$ cat config.mk
export PLATFORM = sky130hd
export DESIGN_NAME = dpl_top
export DESIGN_NICKNAME = d
export VERILOG_FILES = /design/src/logic/dpl_pkg.sv /design/src/logic/dpl_sync.sv /design/src/logic/dpl_top.sv /design/src/logic/dpl_window.sv
export VERILOG_INCLUDE_DIRS = /design/src /design/src/logic
export SDC_FILE = /design/constraint.sdc
export NUM_CORES = 1
export LEC_CHECK = 0
export BUFFER_PORTS_ARGS = -buffer_cell sky130_fd_sc_hd__clkbuf_2
export CORE_UTILIZATION = 40
export DETAILED_ROUTE_END_ITERATION = 8
export GPL_TIMING_DRIVEN = 0
export PLACE_DENSITY = 0.73
export SLEW_MARGIN = 30
export SYNTH_ARGS = -nofsm -noshare
export SYNTH_HDL_FRONTEND = slang
export SYNTH_SLANG_ARGS = --single-unit
$ cat constraint.sdc
create_clock -name clk -period 2.4 [get_ports clk]
set_clock_uncertainty 0.05 [all_clocks]
set_input_delay 0.12 -clock clk [delete_from_list [all_inputs] [get_ports clk]]
set_output_delay 0.12 -clock clk [all_outputs]
set_load 0.05 [all_outputs]
$ cat src/logic/dpl_cfg.svh
`ifndef DPL_CFG_SVH
`define DPL_CFG_SVH

// Register byte addresses
// Word index times four, since one index is not word aligned
`define DPL_FINE_ADDR        12'h1cc
`define DPL_FINE_IDX         8'h73
`define DPL_COARSE_ADDR      12'h1d0
`define DPL_COARSE_IDX       8'h74
`define DPL_STAT_ADDR        12'h080
`define DPL_INT_STAT_ADDR    12'h084
`define DPL_INT_MASK_ADDR    12'h088
`define DPL_ADDR_W           12

// Reset values
`define DPL_FINE_RST         8'ha2
`define DPL_COARSE_RST       8'h85
`define DPL_INT_MASK_RST     2'h0

// Field positions, fine register
`define DPL_FINE_EN_BIT      7
`define DPL_NOACT_BIT        6
`define DPL_NARROW_BIT       5
`define DPL_FINE_WIN_MSB     2
// Field positions, coarse register
`define DPL_COARSE_EN_BIT    7
`define DPL_WIDE_BIT         6
`define DPL_MULTI_BIT        5
`define DPL_COARSE_LIM_MSB   3

// Status bits
`define DPL_ST_LOCK_BIT      0
`define DPL_ST_LOSS_BIT      1

// Lock qualify time in ns and derived cycles at 200 MHz
`define DPL_CLK_MHZ          200
`define DPL_LOCK_QUAL_NS     1000
`define DPL_LOCK_QUAL_CYC    ((`DPL_LOCK_QUAL_NS * `DPL_CLK_MHZ + 999) / 1000)

// Phase error scaling: fine window step, one UI in error units
`define DPL_FINE_STEP        16'h0010
`define DPL_UI_UNITS         16'h0100

`endif

$ cat src/logic/dpl_pkg.sv
package dpl_pkg;
  typedef logic [7:0]  dpl_byte_t;
  typedef logic [15:0] dpl_err_t;

  typedef enum logic [2:0] {
    DPL_ST_LOST   = 3'b001,
    DPL_ST_QUAL   = 3'b010,
    DPL_ST_LOCKED = 3'b100
  } dpl_lock_e;
endpackage

$ cat src/logic/dpl_sync.sv
`timescale 1ns/1ps
module dpl_sync #(
  parameter int W = 1
) (
  input  wire logic         clk,
  input  wire logic         rst,
  input  wire logic [W-1:0] d,
  output logic      [W-1:0] q
);
  typedef struct packed {
    logic [W-1:0] s1;
    logic [W-1:0] s2;
  } dpl_sync_s;

  dpl_sync_s state_reg;
  dpl_sync_s state_next;

  // Two stage chain, first stage feeds only the second
  always_comb begin
    state_next    = state_reg;
    state_next.s1 = d;
    state_next.s2 = state_reg.s1;
  end

  always_ff @(posedge clk or posedge rst) begin
    if (rst) begin
      state_reg <= '0;
    end else begin
      state_reg <= state_next;
    end
  end

  assign q = state_reg.s2;
endmodule // dpl_sync

$ cat src/logic/dpl_top.sv
`timescale 1ns/1ps
`include "dpl_cfg.svh"
module dpl_top #(
  parameter int LOCK_QUAL_CYC = `DPL_LOCK_QUAL_CYC
) (
  input  wire logic                  clk,
  input  wire logic                  rst,
  input  wire logic                  psel,
  input  wire logic                  penable,
  input  wire logic                  pwrite,
  input  wire logic [31:0]           paddr,
  input  wire logic [31:0]           pwdata,
  output logic      [31:0]           prdata,
  output logic                       pready,
  output logic                       pslverr,
  input  wire dpl_pkg::dpl_err_t     phase_err,
  input  wire logic                  phase_valid,
  input  wire logic                  ref_inactive,
  output logic                       phase_locked,
  output logic                       phase_lost,
  output logic                       irq
);
  import dpl_pkg::*;

  localparam int CW = $clog2(LOCK_QUAL_CYC + 1);

  typedef struct packed {
    dpl_byte_t   fine;
    dpl_byte_t   coarse;
    logic [1:0]  int_stat;
    logic [1:0]  int_mask;
    dpl_lock_e   lock;
    logic [CW-1:0] dwell;
    logic [31:0] rdata;
    logic        locked;
    logic        lost;
  } dpl_top_s;

  dpl_top_s state_reg;
  dpl_top_s state_next;

  logic       inact_sync;
  logic       fine_exc;
  logic       coarse_exc;
  logic       excursion;
  logic       access;
  logic       wr;
  logic       rd;
  logic [11:0] addr;
  logic       addr_ok;
  dpl_err_t   phase_mag;

  // Inactivity flag comes from another domain
  dpl_sync #(
    .W (1)
  ) u_sync (
    .clk (clk),
    .rst (rst),
    .d   (ref_inactive),
    .q   (inact_sync)
  );

  // Magnitude of signed phase error
  assign phase_mag = phase_err[15] ? dpl_err_t'(~phase_err + 16'h0001) : phase_err;

  dpl_window u_window (
    .fine_en    (state_reg.fine[`DPL_FINE_EN_BIT]),
    .fine_win   (state_reg.fine[`DPL_FINE_WIN_MSB:0]),
    .coarse_en  (state_reg.coarse[`DPL_COARSE_EN_BIT]),
    .coarse_lim (state_reg.coarse[`DPL_COARSE_LIM_MSB:0]),
    .phase_mag  (phase_mag),
    .fine_out   (fine_exc),
    .coarse_out (coarse_exc)
  );

  // Any enabled detector while phase_valid is high, or inactivity when its trigger is set
  assign excursion = phase_valid && (fine_exc || coarse_exc)
                     || (inact_sync && state_reg.fine[`DPL_NOACT_BIT]);

  // APB decode, single cycle answer
  assign access  = psel && penable;
  assign wr      = access && pwrite;
  assign rd      = access && !pwrite;
  assign addr    = paddr[`DPL_ADDR_W-1:0];
  assign addr_ok = (paddr[31:`DPL_ADDR_W] == '0) && (addr == `DPL_FINE_ADDR ||
                   addr == `DPL_COARSE_ADDR || addr == `DPL_STAT_ADDR ||
                   addr == `DPL_INT_STAT_ADDR || addr == `DPL_INT_MASK_ADDR);
  assign pready  = 1'b1;
  assign pslverr = access && !addr_ok;

  // Next state: registers, lock tracking, sticky events
  always_comb begin
    logic [1:0] ev;
    ev         = 2'h0;
    state_next = state_reg;

    // Register writes
    if (wr) begin
      case (addr)
        `DPL_FINE_ADDR:     state_next.fine     = pwdata[7:0];
        `DPL_COARSE_ADDR:   state_next.coarse   = pwdata[7:0];
        `DPL_INT_MASK_ADDR: state_next.int_mask = pwdata[1:0];
        `DPL_INT_STAT_ADDR: state_next.int_stat = state_reg.int_stat & ~pwdata[1:0];
        default: ;
      endcase
    end

    // Lock qualification: dwell before lock, immediate loss
    case (state_reg.lock)
      DPL_ST_LOST: begin
        state_next.dwell = '0;
        if (!excursion) begin
          state_next.lock = DPL_ST_QUAL;
        end
      end
      DPL_ST_QUAL: begin
        if (excursion) begin
          state_next.lock  = DPL_ST_LOST;
          state_next.dwell = '0;
        end else if (state_reg.dwell >= CW'(LOCK_QUAL_CYC - 1)) begin
          state_next.lock = DPL_ST_LOCKED;
          ev[`DPL_ST_LOCK_BIT] = 1'b1;
        end else begin
          state_next.dwell = state_reg.dwell + CW'(1);
        end
      end
      DPL_ST_LOCKED: begin
        if (excursion) begin
          state_next.lock  = DPL_ST_LOST;
          state_next.dwell = '0;
          ev[`DPL_ST_LOSS_BIT] = 1'b1;
        end
      end
      default: begin
        state_next.lock  = DPL_ST_LOST;
        state_next.dwell = '0;
      end
    endcase

    // Registered indications follow the tracker
    state_next.locked = (state_next.lock == DPL_ST_LOCKED);
    state_next.lost   = (state_next.lock != DPL_ST_LOCKED);

    // Set wins over a same-cycle clear
    state_next.int_stat = state_next.int_stat | ev;

    // Read data captured in the access phase, held in rdata from the next cycle and not driven to prdata
    state_next.rdata = 32'h0;
    if (rd) begin
      case (addr)
        `DPL_FINE_ADDR:     state_next.rdata = {24'h0, state_reg.fine};
        `DPL_COARSE_ADDR:   state_next.rdata = {24'h0, state_reg.coarse};
        `DPL_STAT_ADDR:     state_next.rdata = {30'h0, state_reg.lost, state_reg.locked};
        `DPL_INT_STAT_ADDR: state_next.rdata = {30'h0, state_reg.int_stat};
        `DPL_INT_MASK_ADDR: state_next.rdata = {30'h0, state_reg.int_mask};
        default:            state_next.rdata = 32'h0;
      endcase
    end
  end

  // Read data must be valid in the access cycle itself
  always_comb begin
    prdata = 32'h0;
    if (rd) begin
      case (addr)
        `DPL_FINE_ADDR:     prdata = {24'h0, state_reg.fine};
        `DPL_COARSE_ADDR:   prdata = {24'h0, state_reg.coarse};
        `DPL_STAT_ADDR:     prdata = {30'h0, state_reg.lost, state_reg.locked};
        `DPL_INT_STAT_ADDR: prdata = {30'h0, state_reg.int_stat};
        `DPL_INT_MASK_ADDR: prdata = {30'h0, state_reg.int_mask};
        default:            prdata = 32'h0;
      endcase
    end
  end

  // State register with documented reset values
  always_ff @(posedge clk or posedge rst) begin
    if (rst) begin
      state_reg          <= '0;
      state_reg.fine     <= `DPL_FINE_RST;
      state_reg.coarse   <= `DPL_COARSE_RST;
      state_reg.int_mask <= `DPL_INT_MASK_RST;
      state_reg.lock     <= DPL_ST_LOST;
      state_reg.lost     <= 1'b1;
    end else begin
      state_reg <= state_next;
    end
  end

  assign phase_locked = state_reg.locked;
  assign phase_lost   = state_reg.lost;
  assign irq          = |(state_reg.int_stat & state_reg.int_mask);
endmodule // dpl_top

$ cat src/logic/dpl_window.sv
`timescale 1ns/1ps
`include "dpl_cfg.svh"
module dpl_window (
  input  wire logic            fine_en,
  input  wire logic [2:0]      fine_win,
  input  wire logic            coarse_en,
  input  wire logic [3:0]      coarse_lim,
  input  wire dpl_pkg::dpl_err_t phase_mag,
  output logic                 fine_out,
  output logic                 coarse_out
);
  import dpl_pkg::*;

  // Window grows with code: code 0 smallest, 7 largest
  function automatic dpl_err_t win_limit(input logic [2:0] code);
    win_limit = dpl_err_t'(`DPL_FINE_STEP * {13'h0, code});
  endfunction

  // Coarse limit in whole input cycles
  function automatic dpl_err_t ui_limit(input logic [3:0] n);
    ui_limit = dpl_err_t'(`DPL_UI_UNITS * {12'h0, n});
  endfunction

  // Excursion detectors, each gated by its enable
  always_comb begin
    fine_out   = fine_en && (phase_mag > win_limit(fine_win));
    coarse_out = coarse_en && (phase_mag > ui_limit(coarse_lim));
  end
endmodule // dpl_window

==> results.sh <==
export IMPL_critical_path_startpoint="phase_err[8]"
export IMPL_finished_layout_cell_area_mm2=0.003706
export IMPL_cts_tree="done"
export IMPL_min_delay_start="pwdata[2]"
export IMPL_antenna_cells=0
export IMPL_power_density_cell_area_mw_per_mm2=462.8
export IMPL_postRouteAntennaNets=0
export IMPL_cts_inserted_buffers=5
export IMPL_final_routed_wirelength_across_all_metal_layers_mm=6.989
export IMPL_maxCapViolations=0
export IMPL_synth_ff_latch_count=35
export IMPL_finalCritPeriodShare_pct=121.8
export IMPL_cts_sinks=35
export IMPL_die_area_mm2=0.007169
export IMPL_fill_cell_instance_count_of_the_final_layout=574
export IMPL_endpoint_arrival_time_on_the_critical_path_ns=3.05
export IMPL_grt_pass1_vias=2481
export IMPL_nets=513
export IMPL_place_hpwl_mm=5.159
export IMPL_synth_edf_count=0
export IMPL_final_max_slew_violation_count=0
export IMPL_htreeDepth=2
export IMPL_synth_top_cells_by_count="27 x dfrtp_1, 26 x buf_4, 16 x mux2_2, 16 x nor2_1, 16 x o21ai_0"
export IMPL_finalWorstSetupSlack_ns=-0.5243
export IMPL_max_clock_freq_mhz=342.0
export IMPL_seq_area_frac_synth_pct=32.40
export IMPL_yosysWarningCount=0
export IMPL_vdd_ir_drop_max_v=0.0003896
export IMPL_cts_reportedPaths_clkPinSlew_ns=0.08
export IMPL_place_gp_congestion=0.8049
export IMPL_globalRoute_totalOverflow=0
export IMPL_dpl_instance_area_mm2=0.003329
export IMPL_syn_avg_cell_area_um2=8.964
export IMPL_drt_pass1_iterations=7
export IMPL_core_area_mm2=0.006459
export IMPL_number_of_port_buffers=72
export IMPL_synth_cell_types=57
export IMPL_critPathRequiredTime_ns=2.53
export IMPL_wl_per_cell_um=14.12
export IMPL_rr_startpoint="state_reg[34]"
export IMPL_rsz0062_at_grt="true"
export IMPL_grt_first_pass_wirelength_mm=11.23
export IMPL_synth_area_leaders="dfrtp_1 25%, dfstp_2 7.7%, buf_4 7.1%"
export IMPL_starting_utilization_of_the_core_area_pct=42.33
export IMPL_grt_antenna_before_repair=0
export IMPL_row_count=29
export IMPL_signed_area_change_from_the_synthesized_netlist_to_the_final_layout_pct=35.56
export IMPL_violated_checks="design-rule violations, negative setup slack"
export IMPL_grt_start_max_net_pins=36
export IMPL_fp_dieH_um=84.67
export IMPL_finalWorstPathRequiredPeriod_ns=2.924
export IMPL_drtIter0Drc=182
export IMPL_area_sequential_um2=885.9
export IMPL_total_power_mw=1.715
export IMPL_post_synth_top_count_cell="dfrtp_1"
export IMPL_gr_usage_all_layers_pct=19.30
export IMPL_ioPinCount=124
export IMPL_hold_path_class="input pin to flop"
export IMPL_final_hold_viol_count=0
export IMPL_worst_slew_pin_slew_ns=0.7670
export IMPL_layout_core_utilization_pct=57.38
export IMPL_post_route_drc_count=11
export IMPL_path_class="input pin to flop"
export IMPL_share_of_async_settable_or_async_resettable_flops_after_synthesis_pct=100.0
export IMPL_synth_cells=305
export IMPL_cellLeakagePower_nw=1.703
export IMPL_vias_per_cell=5.356
export IMPL_startpoint_kind_of_the_worst_setup_timing_path="input pin"
export IMPL_post_synth_instance_area_mm2=0.002734
export IMPL_synth_largest_area_cell="dfrtp_1"
export IMPL_die_width_um=84.67
export IMPL_critical_path_endpoint_type="flop"
export IMPL_worstSkewPairLatency_ns=0.29
export IMPL_vias=2651
export IMPL_setup_viol=15
export IMPL_multi_input_area_mm2=0.001829
export IMPL_worst_slew_margin_rel_pct=48.40
export IMPL_post_route_cells_drive_above_1_share_pct=45.22
export IMPL_place_ws_ns=-1.037
export IMPL_largest_reg_flops=31
export IMPL_worstPathMaxFanout=7
export IMPL_postSynth_topFlopCell="dfrtp_1"
export IMPL_ctsRootBufferMaster="clkbuf_8"
export IMPL_run_status="finished, violations left"
export IMPL_clock_path_buffers=2
export IMPL_synthDominantCellAreaShare_pct=24.71
logic make-up after synthesis:
group / synth area share [%]
AND/OR/NAND/NOR: 23.20
other: 0.2747
adder cells (fa/ha/maj): 4.119
buffers and inverters: 11.03
multiplexers: 6.956
XOR/XNOR: 2.883
flip-flops: 32.40
AO/OA/AOI/OAI: 19.13
path summary, 6_finish.rpt:
kind | end | slack (ns) | cells after the start
worst max-delay path | state_reg[48] | -0.52 | 12
worst max register to register | state_reg[36] | -0.29 | 8
worst min-delay path | state_reg[51] | 0.006 | 3
max in group asynchronous | state_reg[36] | 1.39 | 3
worst min register to register | u_sync.q | 0.30 | 0
min in group asynchronous | state_reg[53] | 0.44 | 3
worst max-delay path: stages:
cell	delay [ns]
buf_8	0.10
or4_4	0.53
or4_4	0.51
o21ai_2	0.14
xnor2_1	0.08
ha_1	0.30
nand4_1	0.15
a211oi_2	0.19
nand3_1	0.14
a2111oi_4	0.28
o31ai_4	0.17
o31a_2	0.35
layout by cell type (no fill, tap or decap), drive strengths merged, types with 8 or more instances in the layout:
| cell | instances |
|---|---|
| clkbuf | 81 |
| buf | 42 |
| dfrtp | 27 |
| conb | 25 |
| mux2 | 16 |
| nor2 | 16 |
| o21ai | 16 |
| nand2 | 14 |
| nor3 | 14 |
| a21oi | 13 |
| a22oi | 13 |
| inv | 12 |
| nand3 | 10 |
| or3 | 10 |
| nor4 | 10 |
| ha | 9 |
| dfstp | 8 |
| o31ai | 8 |
through the flow:
stage,hold slack (ns),setup TNS (ns),cells
after floorplan,0.1014,-7.710,328
after global routing,0.01794,-8.574,495
after global placement,0.1794,-15.18,477
after detailed placement,0.1835,-15.75,477
after CTS,0.007726,-8.799,490
final,0.006393,-7.139,495
where the power goes:
group / switching (mW) / leakage (nW) / internal (mW)
Combinational: 0.300 / 1.21 / 0.218
Sequential: 0.0409 / 0.432 / 0.631
Clock: 0.217 / 0.0581 / 0.309
layer usage:
layer	routed length [µm]	vias to the layer above	global-route usage [%]
met5	0	-	0
met4	66	0	4.931
met3	458	7	3.048
met2	3406	88	33.19
met1	3058	1243	25.35
li1	-	1313	-
layout make-up:
type	instances	area share (%)
Multi-Input combinational cell	243	49.36
Buffer	36	6.853
Sequential cell	35	23.90
Inverter	12	1.215
Clock inverter	3	1.182
Clock buffer	5	1.857
Timing Repair Buffer	84	13.03
Tap cell	77	2.600
what timing repair did:
item,CTS,global route
hold endpoints to repair,28,0
setup endpoints to repair,23,22
gates resized for setup,13,34
pin swaps,11,15
hold buffers,2,0
cloned,0,1
buffers inserted,5,4
Note: power is estimated with default switching activity, not from simulation.
